## src/bsr_defs.vh

```
// constants for the backup sram control register block
`ifndef BSR_DEFS_VH
`define BSR_DEFS_VH

// ========================================
// control byte and register addresses
`define BSR_CTRL_OPCODE     4'h3
`define BSR_ARRAY_OPCODE    4'hA
`define BSR_ADDR_STATUS     8'h00
`define BSR_ADDR_COMMAND    8'h55

// ========================================
// status register fields
`define BSR_BIT_MODIFIED    7
`define BSR_BIT_PROT_HI     4
`define BSR_BIT_PROT_LO     2
`define BSR_BIT_AUTO_EN     1
`define BSR_BIT_EVENT       0
`define BSR_STATUS_RESET    8'h00

// ========================================
// command codes
`define BSR_CMD_STORE       8'h33
`define BSR_CMD_RECALL      8'hDD

// ========================================
// timing in microseconds at 250 MHz (4 ns)
`define BSR_CLK_MHZ         250
`define BSR_STORE_US        8000
`define BSR_RECALL_US       100
`define BSR_WCYCLE_US       5000

`endif

```

## src/bsr_sync.v

```verilog
// two-flop synchroniser for asynchronous pin inputs
`timescale 1ns/1ps
module bsr_sync #(
    parameter WIDTH = 1
) (
    input  wire             i_clk_sys,
    input  wire             i_rst,
    input  wire [WIDTH-1:0] i_async,
    output wire [WIDTH-1:0] o_sync
);
    reg [WIDTH-1:0] meta_reg;
    reg [WIDTH-1:0] sync_reg;

    always @(posedge i_clk_sys or posedge i_rst) begin
        if (i_rst) begin
            meta_reg <= {WIDTH{1'b0}};
            sync_reg <= {WIDTH{1'b0}};
        end else begin
            meta_reg <= i_async;
            sync_reg <= meta_reg;
        end
    end

    assign o_sync = sync_reg;
endmodule // bsr_sync

```

## src/bsr_busy_timer.v

```verilog
// down counter that holds the device busy for a chosen interval
`timescale 1ns/1ps
module bsr_busy_timer #(
    parameter WIDTH = 24
) (
    input  wire             i_clk_sys,
    input  wire             i_rst,
    input  wire             i_load,
    input  wire [WIDTH-1:0] i_count,
    output wire             o_busy,
    output wire             o_done
);
    reg [WIDTH-1:0] cnt_reg;

    always @(posedge i_clk_sys or posedge i_rst) begin
        if (i_rst) begin
            cnt_reg <= {WIDTH{1'b0}};
        end else if (i_load) begin
            cnt_reg <= i_count;
        end else if (cnt_reg != {WIDTH{1'b0}}) begin
            cnt_reg <= cnt_reg - {{(WIDTH-1){1'b0}}, 1'b1};
        end
    end

    assign o_busy = (cnt_reg != {WIDTH{1'b0}});
    assign o_done = (cnt_reg == {{(WIDTH-1){1'b0}}, 1'b1});
endmodule // bsr_busy_timer

```

## src/bsr_ctrl_regs.v

```verilog
// i2c control register slave: status, command, store/recall sequencing
//
// Overview of operation
// any sram byte write sets modified flag
// finished store or recall clears modified flag
// auto/pin store needs flag; software always
// modified flag bit 7, read-only, resets 0
// protect field bits 4-2 selects region
// protected ranges always end at top
// auto-enable bit gates power-down store
// without capacitor, system clears auto-enable
// pin high sets event flag after store
// bus write may set/clear event flag
// pin ignored when low voltage or during store/recall
// status write runs busy write cycle
// store during write cycle is deferred
// deferred auto store uses new enable
// status bits 6 and 5 read zero
// decode 33h store, DDh recall
// software store ignores flags, naks meanwhile
// software recall naks meanwhile, clears flag
// command register is write-only
// first byte after control is address
// unknown address gets nak, wait start
// master sends data after address ack
// opcode 0011 selects control registers
// status at 00h, command at 55h
// bad command code gets nak
// every register read returns status
// busy intervals are parameters, nak throughout
`timescale 1ns/1ps
`include "bsr_defs.vh"
module bsr_ctrl_regs #(
    parameter        ARRAY_AW     = 9,
    parameter [23:0] STORE_CYC    = `BSR_STORE_US  * `BSR_CLK_MHZ,
    parameter [23:0] RECALL_CYC   = `BSR_RECALL_US * `BSR_CLK_MHZ,
    parameter [23:0] WCYCLE_CYC   = `BSR_WCYCLE_US * `BSR_CLK_MHZ,
    parameter [1:0]  CHIP_ADDR    = 2'b00
) (
    input  wire                i_clk_sys,
    input  wire                i_rst,
    input  wire                i_scl,
    input  wire                i_sda,
    output wire                o_sda,
    output wire                o_sda_oe,
    input  wire                i_manual_backup_pin,
    input  wire                i_cap_above_threshold,
    input  wire                i_array_byte_written,
    input  wire [ARRAY_AW-1:0] i_array_addr,
    output wire                o_array_addr_protected,
    output wire [7:0]          o_status,
    output wire                o_busy,
    output wire                o_store_start,
    output wire                o_recall_start
);
    // ========================================
    // pin sampling
    wire [3:0] pins_s;
    bsr_sync #(.WIDTH(4)) u_sync (
        .i_clk_sys (i_clk_sys),
        .i_rst     (i_rst),
        .i_async   ({i_scl, i_sda, i_manual_backup_pin, i_cap_above_threshold}),
        .o_sync    (pins_s)
    );
    wire scl_s = pins_s[3];
    wire sda_s = pins_s[2];
    wire hs_s  = pins_s[1];
    wire cap_s = pins_s[0];

    reg scl_d_reg;
    reg sda_d_reg;
    reg hs_d_reg;
    always @(posedge i_clk_sys or posedge i_rst) begin
        if (i_rst) begin
            scl_d_reg <= 1'b0;
            sda_d_reg <= 1'b1;
            hs_d_reg  <= 1'b0;
        end else begin
            scl_d_reg <= scl_s;
            sda_d_reg <= sda_s;
            hs_d_reg  <= hs_s;
        end
    end
    wire scl_rise = scl_s & ~scl_d_reg;
    wire scl_fall = ~scl_s & scl_d_reg;
    wire start_c  = scl_s & scl_d_reg & sda_d_reg & ~sda_s;
    wire stop_c   = scl_s & scl_d_reg & ~sda_d_reg & sda_s;
    wire hs_rise  = hs_s & ~hs_d_reg;

    // ========================================
    // registers
    reg       modified_reg;
    reg [2:0] block_protect_field_reg;
    reg       auto_backup_enable_reg;
    reg       event_reg;
    assign o_status = {modified_reg, 2'b00, block_protect_field_reg,
                       auto_backup_enable_reg, event_reg};

    // ========================================
    // protection: region always ends at top address
    reg [ARRAY_AW:0] prot_base;
    always @* begin
        case (block_protect_field_reg)
            3'd0:    prot_base = {1'b1, {ARRAY_AW{1'b0}}};
            3'd7:    prot_base = {(ARRAY_AW+1){1'b0}};
            default: prot_base = {1'b0, {ARRAY_AW{1'b1}}} -
                     ({1'b0, {ARRAY_AW{1'b1}}} >> (3'd7 - block_protect_field_reg));
        endcase
    end
    assign o_array_addr_protected = ({1'b0, i_array_addr} >= prot_base);

    // ========================================
    // i2c byte engine
    localparam ST_IDLE = 3'd0;
    localparam ST_CTRL = 3'd1;
    localparam ST_ADDR = 3'd2;
    localparam ST_DATA = 3'd3;
    localparam ST_READ = 3'd4;
    localparam ST_IGN  = 3'd5;

    reg [2:0] state_reg;
    reg [3:0] bit_reg;
    reg [7:0] shift_reg;
    reg       ack_phase_reg;
    reg       ack_drive_reg;
    reg       tx_bit_reg;
    reg       tx_en_reg;
    reg       is_cmd_reg;
    reg       cmd_done_reg;
    reg       stat_pend_reg;
    reg [7:0] stat_data_reg;
    reg [7:0] rd_shift_reg;
    reg       sw_store_reg;
    reg       sw_recall_reg;
    reg       wr_commit_reg;

    wire busy;
    assign o_busy = busy;
    assign o_sda    = 1'b0;
    assign o_sda_oe = ack_drive_reg | (tx_en_reg & ~tx_bit_reg);

    always @(posedge i_clk_sys or posedge i_rst) begin
        if (i_rst) begin
            state_reg     <= ST_IDLE;
            bit_reg       <= 4'd0;
            shift_reg     <= 8'h00;
            ack_phase_reg <= 1'b0;
            ack_drive_reg <= 1'b0;
            tx_bit_reg    <= 1'b1;
            tx_en_reg     <= 1'b0;
            is_cmd_reg    <= 1'b0;
            cmd_done_reg  <= 1'b0;
            stat_pend_reg <= 1'b0;
            stat_data_reg <= 8'h00;
            rd_shift_reg  <= 8'h00;
            sw_store_reg  <= 1'b0;
            sw_recall_reg <= 1'b0;
            wr_commit_reg <= 1'b0;
        end else begin
            sw_store_reg  <= 1'b0;
            sw_recall_reg <= 1'b0;
            wr_commit_reg <= 1'b0;
            if (start_c) begin
                state_reg     <= busy ? ST_IGN : ST_CTRL;
                bit_reg       <= 4'd0;
                ack_phase_reg <= 1'b0;
                ack_drive_reg <= 1'b0;
                tx_en_reg     <= 1'b0;
                stat_pend_reg <= 1'b0;
                cmd_done_reg  <= 1'b0;
            end else if (stop_c) begin
                if (stat_pend_reg && state_reg == ST_DATA)
                    wr_commit_reg <= 1'b1;
                state_reg     <= ST_IDLE;
                stat_pend_reg <= 1'b0;
                ack_drive_reg <= 1'b0;
                tx_en_reg     <= 1'b0;
            end else if (busy && !cmd_done_reg && state_reg != ST_IDLE) begin
                // a store started mid transfer aborts the transfer
                state_reg     <= ST_IGN;
                ack_drive_reg <= 1'b0;
                tx_en_reg     <= 1'b0;
            end else if (scl_rise && !ack_phase_reg && state_reg != ST_IDLE
                         && state_reg != ST_IGN && state_reg != ST_READ) begin
                shift_reg <= {shift_reg[6:0], sda_s};
                bit_reg   <= bit_reg + 4'd1;
            end else if (scl_rise && ack_phase_reg && state_reg == ST_READ) begin
                if (sda_s)
                    state_reg <= ST_IGN; // master nak ends the read
            end else if (scl_fall) begin
                ack_drive_reg <= 1'b0;
                if (ack_phase_reg) begin
                    ack_phase_reg <= 1'b0;
                    bit_reg       <= 4'd0;
                    if (state_reg == ST_READ) begin
                        rd_shift_reg <= {o_status[6:0], 1'b0};
                        tx_bit_reg   <= o_status[7];
                        tx_en_reg    <= 1'b1;
                    end
                end else if (state_reg == ST_READ) begin
                    if (bit_reg == 4'd7) begin
                        tx_en_reg     <= 1'b0;
                        ack_phase_reg <= 1'b1;
                        bit_reg       <= 4'd0;
                    end else begin
                        tx_bit_reg   <= rd_shift_reg[7];
                        rd_shift_reg <= {rd_shift_reg[6:0], 1'b0};
                        bit_reg      <= bit_reg + 4'd1;
                    end
                end else if (bit_reg == 4'd8) begin
                    ack_phase_reg <= 1'b1;
                    case (state_reg)
                        ST_CTRL: begin
                            if (shift_reg[7:4] == `BSR_CTRL_OPCODE
                                && shift_reg[3:2] == CHIP_ADDR) begin
                                ack_drive_reg <= 1'b1;
                                state_reg     <= shift_reg[0] ? ST_READ : ST_ADDR;
                            end else begin
                                state_reg <= ST_IGN;
                            end
                        end
                        ST_ADDR: begin
                            // address lives only for this transfer
                            if (shift_reg == `BSR_ADDR_STATUS) begin
                                ack_drive_reg <= 1'b1;
                                is_cmd_reg    <= 1'b0;
                                state_reg     <= ST_DATA;
                            end else if (shift_reg == `BSR_ADDR_COMMAND) begin
                                ack_drive_reg <= 1'b1;
                                is_cmd_reg    <= 1'b1;
                                state_reg     <= ST_DATA;
                            end else begin
                                state_reg <= ST_IGN;
                            end
                        end
                        ST_DATA: begin
                            if (!is_cmd_reg) begin
                                // last status byte of a burst wins
                                ack_drive_reg <= 1'b1;
                                stat_data_reg <= shift_reg;
                                stat_pend_reg <= 1'b1;
                            end else if (!cmd_done_reg
                                         && shift_reg == `BSR_CMD_STORE) begin
                                ack_drive_reg <= 1'b1;
                                cmd_done_reg  <= 1'b1;
                                sw_store_reg  <= 1'b1;
                            end else if (!cmd_done_reg
                                         && shift_reg == `BSR_CMD_RECALL) begin
                                ack_drive_reg <= 1'b1;
                                cmd_done_reg  <= 1'b1;
                                sw_recall_reg <= 1'b1;
                            end else begin
                                state_reg <= ST_IGN;
                            end
                        end
                        default: state_reg <= ST_IGN;
                    endcase
                end
            end
        end
    end

    // ========================================
    // store / recall / write-cycle sequencer
    localparam SQ_IDLE   = 3'd0;
    localparam SQ_WCYC   = 3'd1;
    localparam SQ_STORE  = 3'd2;
    localparam SQ_RECALL = 3'd3;
    localparam SQ_EVWR   = 3'd4;

    reg [2:0] seq_reg;
    reg       hw_pend_reg;
    reg       auto_pend_reg;
    reg       ev_after_reg;
    reg       cap_d_reg;
    reg       load_reg;
    reg [23:0] load_val_reg;
    wire      t_busy;
    wire      t_done;

    bsr_busy_timer #(.WIDTH(24)) u_timer (
        .i_clk_sys (i_clk_sys),
        .i_rst     (i_rst),
        .i_load    (load_reg),
        .i_count   (load_val_reg),
        .o_busy    (t_busy),
        .o_done    (t_done)
    );
    assign busy           = (seq_reg != SQ_IDLE) | sw_store_reg | sw_recall_reg;
    assign o_store_start  = load_reg && (seq_reg == SQ_STORE);
    assign o_recall_start = load_reg && (seq_reg == SQ_RECALL);

    wire in_nv_op   = (seq_reg == SQ_STORE) | (seq_reg == SQ_RECALL);
    wire hs_trig    = hs_rise & cap_s & ~in_nv_op;
    wire power_down = cap_d_reg & ~cap_s;

    always @(posedge i_clk_sys or posedge i_rst) begin
        if (i_rst) begin
            seq_reg                 <= SQ_IDLE;
            hw_pend_reg             <= 1'b0;
            auto_pend_reg           <= 1'b0;
            ev_after_reg            <= 1'b0;
            cap_d_reg               <= 1'b0;
            load_reg                <= 1'b0;
            load_val_reg            <= 24'h00_0000;
            modified_reg            <= 1'b0;
            block_protect_field_reg <= 3'b000;
            auto_backup_enable_reg  <= 1'b0;
            event_reg               <= 1'b0;
        end else begin
            cap_d_reg <= cap_s;
            load_reg  <= 1'b0;
            // set beats the clear at the end of a store
            if (i_array_byte_written)
                modified_reg <= 1'b1;
            else if (t_done && in_nv_op)
                modified_reg <= 1'b0;
            case (seq_reg)
                SQ_IDLE: begin
                    if (wr_commit_reg) begin
                        {block_protect_field_reg, auto_backup_enable_reg, event_reg}
                            <= stat_data_reg[4:0];
                        seq_reg      <= SQ_WCYC;
                        load_reg     <= 1'b1;
                        load_val_reg <= WCYCLE_CYC;
                    end else if (sw_store_reg) begin
                        seq_reg      <= SQ_STORE;
                        load_reg     <= 1'b1;
                        load_val_reg <= STORE_CYC;
                    end else if (sw_recall_reg) begin
                        seq_reg      <= SQ_RECALL;
                        load_reg     <= 1'b1;
                        load_val_reg <= RECALL_CYC;
                    end else if ((auto_pend_reg && auto_backup_enable_reg && modified_reg)
                                 || (hw_pend_reg && modified_reg)) begin
                        ev_after_reg  <= hw_pend_reg;
                        hw_pend_reg   <= 1'b0;
                        auto_pend_reg <= 1'b0;
                        seq_reg       <= SQ_STORE;
                        load_reg      <= 1'b1;
                        load_val_reg  <= STORE_CYC;
                    end else if (hw_pend_reg) begin
                        hw_pend_reg   <= 1'b0;
                        auto_pend_reg <= 1'b0;
                        event_reg     <= 1'b1;
                        seq_reg       <= SQ_EVWR;
                        load_reg      <= 1'b1;
                        load_val_reg  <= WCYCLE_CYC;
                    end else begin
                        auto_pend_reg <= 1'b0; // unmodified or disabled: no store
                    end
                end
                SQ_STORE: begin
                    if (t_done) begin
                        if (ev_after_reg) begin
                            ev_after_reg <= 1'b0;
                            event_reg    <= 1'b1;
                            seq_reg      <= SQ_EVWR;
                            load_reg     <= 1'b1;
                            load_val_reg <= WCYCLE_CYC;
                        end else begin
                            seq_reg <= SQ_IDLE;
                        end
                    end
                end
                SQ_WCYC, SQ_RECALL, SQ_EVWR: begin
                    if (t_done)
                        seq_reg <= SQ_IDLE;
                end
                default: seq_reg <= SQ_IDLE;
            endcase
            if (hs_trig) // after the case: a new request beats a clear
                hw_pend_reg <= 1'b1;
            if (power_down)
                auto_pend_reg <= 1'b1;
        end
    end
endmodule // bsr_ctrl_regs

```

## config.mk

```make
export PLATFORM = sky130hd
export DESIGN_NAME = bsr_ctrl_regs
export DESIGN_NICKNAME = d
export VERILOG_FILES = /design/src/bsr_sync.v /design/src/bsr_busy_timer.v /design/src/bsr_ctrl_regs.v
export VERILOG_INCLUDE_DIRS = /design/src
export SDC_FILE = /design/constraint.sdc
export NUM_CORES = 1
export LEC_CHECK = 0
export ABC_AREA = 1
export ABC_CLOCK_PERIOD_IN_PS = 5100
export BUFFER_PORTS_ARGS = -buffer_cell sky130_fd_sc_hd__buf_2
export CAP_MARGIN = 20
export CORE_MARGIN = 2
export CORE_UTILIZATION = 65
export CTS_BUF_LIST = sky130_fd_sc_hd__clkbuf_8 sky130_fd_sc_hd__clkbuf_16
export DETAILED_ROUTE_END_ITERATION = 12
export MAX_ROUTING_LAYER = met4
export PLACE_DENSITY = 0.82
export SETUP_SLACK_MARGIN = 0.15
export SLEW_MARGIN = 20
export SYNTH_ARGS = -nofsm -noshare
export SYNTH_HDL_FRONTEND = slang
export SYNTH_SLANG_ARGS = --single-unit
```

## constraint.sdc

```tcl
create_clock -name i_clk_sys -period 5.1 [get_ports i_clk_sys]
set_input_delay 1.02 -clock i_clk_sys [delete_from_list [all_inputs] [get_ports i_clk_sys]]
set_output_delay 1.02 -clock i_clk_sys [all_outputs]
set_load 0.005 [all_outputs]
```

After elaboration in Yosys (flattened, before gate mapping). Cells that the tools add are included.

Bits in registers: 111. Bits in latches: 0. Bits in writable memories: 0. Memory bits (read-only): 0. Output and inout port bits: 14. Logic and storage cells: 371. Memories: 0.

Add/sub/neg operators: 4. $mul: 0. Div/mod/pow operators: 0. Magnitude comparators: 1. Eq/ne operators: 58. Shift operators: 1. Multiplexer cells: 175. Bitwise logic cells: 32. Reductions and logical operators: 68.

Operators with widths (count): two-way mux 24 bit (9); two-way mux 1 bit (119); two-way mux 3 bit (26); case mux 24 bit (2 select lines) (1); inequality test 3 bit, second input constant (13); two-way mux 4 bit (9); AND reduction 11 bit (3); two-way mux 8 bit (4); inequality test 2 bit, second input constant (14); == test 24 x 1 -> 1 bit, second input constant (1); nonzero test 24 bit (1); subtractor 24 x 1 -> 24 bit, second input constant (1); nonzero test 3 bit (7); case mux 10 bit (2 select lines) (1); nonzero test 2 bit (10); logical AND 1 bit (18); inequality test 6 bit, second input constant (3); case mux 3 bit (3 select lines) (2); AND reduction 9 bit (2); inverter 1 bit (16); AND reduction 4 bit (4); AND reduction 5 bit (3); nonzero test 5 bit (3); AND 1 bit (12); 34 further kinds (57).

Longest topological paths before layout.
Depth in word-level cells: 15. Mapped depth: 12. Mapped depth without buffers: 12.

Cells and area by module. A second synthesis with hierarchy kept.

Cell total of the unflattened synthesis: 694. Area total of the unflattened synthesis: 5263.8 sq um.

By module, submodules not included: bsr_ctrl_regs (instances 1, cells an instance 425, area an instance 3369.5 sq um, sequential area each 1478.9 sq um); bsr_busy_timer (instances 1, cells an instance 260, area an instance 1690.4 sq um, sequential area each 600.6 sq um); bsr_sync (instances 1, cells an instance 9, area an instance 203.9 sq um, sequential area each 200.2 sq um).

Worst setup path before layout. OpenSTA, ideal clock, no wires.

Path type: in2out. Start: input port i_array_addr[7]. End: output port o_array_addr_protected. Data arrival time: 1.752 ns. Required time: 4.080 ns. Path slack: 2.328 ns. Stages: 3. Path buffers: 0. Cells stage by stage: ha_1 > nand2_1 > o41ai_1.

Cells in the longest elaborated chain, start to end: 1.

Ends and longest elaborated chain: from (decl) (line bsr_ctrl_regs.v:49) `input wire [ARRAY_AW-1:0] i_array_addr,`; >= comparator 9 x 10 -> 1 bit (line bsr_ctrl_regs.v:110) `assign o_array_addr_protected = ({1'b0, i_array_addr} >= prot_base);`; to (decl) (line bsr_ctrl_regs.v:50) `output wire o_array_addr_protected,`.

Every way passes these cells.

Worst setup path in the final report.
Start: register block_protect_field_reg[2]. End: output port o_array_addr_protected.

Cells in the longest elaborated chain, start to end: 5. Elaborated cells on any way between the ends: 7. Classes of those cells: add/sub: 2; order compare: 1; eq/ne: 1; shift: 1; mux: 1; reduce/logical: 1.

Ends and longest elaborated chain: from (decl) (line bsr_ctrl_regs.v:93) `reg [2:0] block_protect_field_reg;`; from (signal assigned) (line bsr_ctrl_regs.v:307) `block_protect_field_reg <= 3'b000;`; subtractor 3 bit (line bsr_ctrl_regs.v:107) `({1'b0, {ARRAY_AW{1'b1}}} >> (3'd7 - block_protect_field_reg));`; right shift 9 x 3 -> 10 bit (line bsr_ctrl_regs.v:107); subtractor 9 x 10 -> 10 bit (line bsr_ctrl_regs.v:106) `default: prot_base = {1'b0, {ARRAY_AW{1'b1}}} -`; case mux 10 bit (2 select lines) * (line bsr_ctrl_regs.v:103) `case (block_protect_field_reg)`; >= comparator 9 x 10 -> 1 bit * (line bsr_ctrl_regs.v:110).

Mark *: on every way between the ends. The rest lies on a longest branch, timed or not.

==> reports/metrics.cfg <==
[worst_setup_path]
cp.required_ps=4080
crit_family=compound AO/OA/AOI/OAI gates
crit_path_frequent_cell=nand2_1
cp_num_buf_inv=2
cpPeakStageDelay_ps=410
end_kind=output pin
crit_arrival_ps=2070
crit_fanout=5
startpoint_type=flop
crit_type=reg -> out
cpMaxStageDelayCell=dfrtp_1
path_cells=inv_1 -> nand2_1 -> o21ai_0 -> o21bai_1 -> ha_1 -> nand2_1 -> o41ai_1 -> buf_2

[logic_synthesis]
synth_top_area_cell=dfrtp_1
syn_area_mm2=0.00501
synth_edf_count=0
synth-seq-cells=91
ys_warn_count=0
synth_mux_area_share_pct=0.225
synth.distinct_cells=41
postSynthCellCount=638
synth_seq_area_share_pct=45.5
synth-xor-area-share_pct=1.75
synth-simple-area-share_pct=29.2
synthFlopType=dfrtp_1
syn_avg_cell_area_um2=7.85
synth.area.top_cells=dfrtp_1 44%, nand2_1 11%, inv_1 6.0%, nor2_1 5.5%, nand3_1 4.4%
synth_top_area_share_pct=44.5
synthAdderAreaFrac_pct=2.75
synth_compound_area_share_pct=12.2
synth_top_family_by_area=simple AND/OR/NAND/NOR gates
synthArstFlopShare_pct=100

[global_routing]
grt_pass1_vias=4258
grt_max_degree=59
overflow=0
track_usage_pct=28.0
grt_pass1_wl_um=18800
antenna_found_initial=0

[status]
status=completed

[cts]
cts_sinks=91
cts_setup_buffers=0
ctsResizeCount=0
cts_tree=done
htreeDepth=3
cts_buffers=9
insertion_delay_ps=340
holdBufCountCts=0
clockRootBuffer=clkbuf_8
clock_path_buffers=2
path_clk_slew_ps=90

[timing]
fmax_ghz=0.324
fin_ws_ps=2010
setup_viol=0
drv_slew=0
period_needed_ps=3090
fin_crit_sh_pct=60.6
skew_ps=7.05
worst_slew_pin_slew_ps=720
finalSetupTns_ps=0
slew_headroom_pct=52.0
rsz0062_at_grt=false
hold_viol=0
whs_ps=354

[final_layout]
mostFrequentLayoutCell=nand2_1
fin_nets=690
drive_gt1_share_pct=12.4
largest_reg_flops=24
stdcell_count=770
syn2layout_area_growth_pct=7.69
final_cell_mix=150 x nand2_1, 89 x dfrtp_1, 81 x inv_1
n_antenna_cell=0

[route]
firstDrtPassIters=5
ant_nets=0
wl_um=10600
drc=0
drtIter0Drc=291
wl_per_cell_um=13.8
vias=4252
via_per_inst=5.52

[power_and_ir_drop]
finalPower_w=0.00261
power_density_mw_per_mm2=483
p_leak_nw=2.72
ir_drop_v=0.000181

[placement]
hpwlAfterDp_um=7950
portBuffers=24
dp.cells=753
gp_congestion=0.959
dp_slack_ps=2070

[floorplanning]
die_y_um=91.8
die_area_mm2=0.00842
fp.dieW_um=91.8
io_pins=30
fp-row-count=32
start_util_pct=65.8
coreArea_mm2=0.00761

[run]
cap_violations=0

[min_path]
holdCritPathClass=reg -> reg

-- through the flow --
step | area (µm²) | utilization (%)
2_1_floorplan | 5020 | -
3_3_place_gp | 5170 | 67.9
3_5_place_dp | 5170 | 67.9
4_1_cts | 5370 | 70.6
5_1_grt | 5390 | 70.9
6_report | 5390 | 70.9
-- final timing paths --
path / depth (start not counted) / to / from / slack [ps]
worst max-delay path: 8 / o_array_addr_protected / block_protect_field_reg[2] / 2010
worst min-delay path: 0 / u_sync.o_sync[0] / u_sync.meta_reg[0] / 350
worst max register to register: 7 / tx_bit_reg / ack_phase_reg / 3060
worst min register to register: 0 / u_sync.o_sync[0] / u_sync.meta_reg[0] / 350
max in group asynchronous: 3 / rd_shift_reg[3] / i_rst / 3680
min in group asynchronous: 2 / load_reg / i_rst / 640
-- power by group --
part,total (W),internal [W],switching [W]
Clock,0.000494,0.000251,0.000243
Sequential,0.00109,0.000914,0.000180
Combinational,0.00102,0.000347,0.000672
-- Yosys cell counts (all sizes together) (6+ instances only) --
cell	n
inv	81
nor2	86
a21oi	35
nand2	159
ha	11
nand4	15
nor3	12
xnor2	7
o21ai	56
buf	11
nand3	47
o211ai	6
dfrtp	89
-- cells by family (layout without fill, tap and decap cells) --
logic type	Yosys count	count (layout)
and+or+nand+nor	321	321
AOI/OAI and AO/OA	107	107
buffers and inverters	95	123
DFF	91	91
adders and majority gates	11	11
xor gates and xnor gates	10	10
other	2	4
muxes	1	1
-- routing by layer --
layer / track usage [%] / wire length, µm / up-vias
met4: 8.83 / 137 / 0
met3: 3.94 / 491 / 16
met1: 35.8 / 4660 / 2007
met5: - / 0 / -
met2: 46.8 / 5360 / 122
li1: - / - / 2107
-- final cells by class --
cell class,instances,area [µm²]
repair buffers,26,148
clock buffers,11,151
flip-flops and latches,91,2280
fillers,620,2210
multi-input cells,454,2330
inverters,81,308
well taps,102,128
clock inverters,5,53.8
Power figures use the tool's default switching activity.
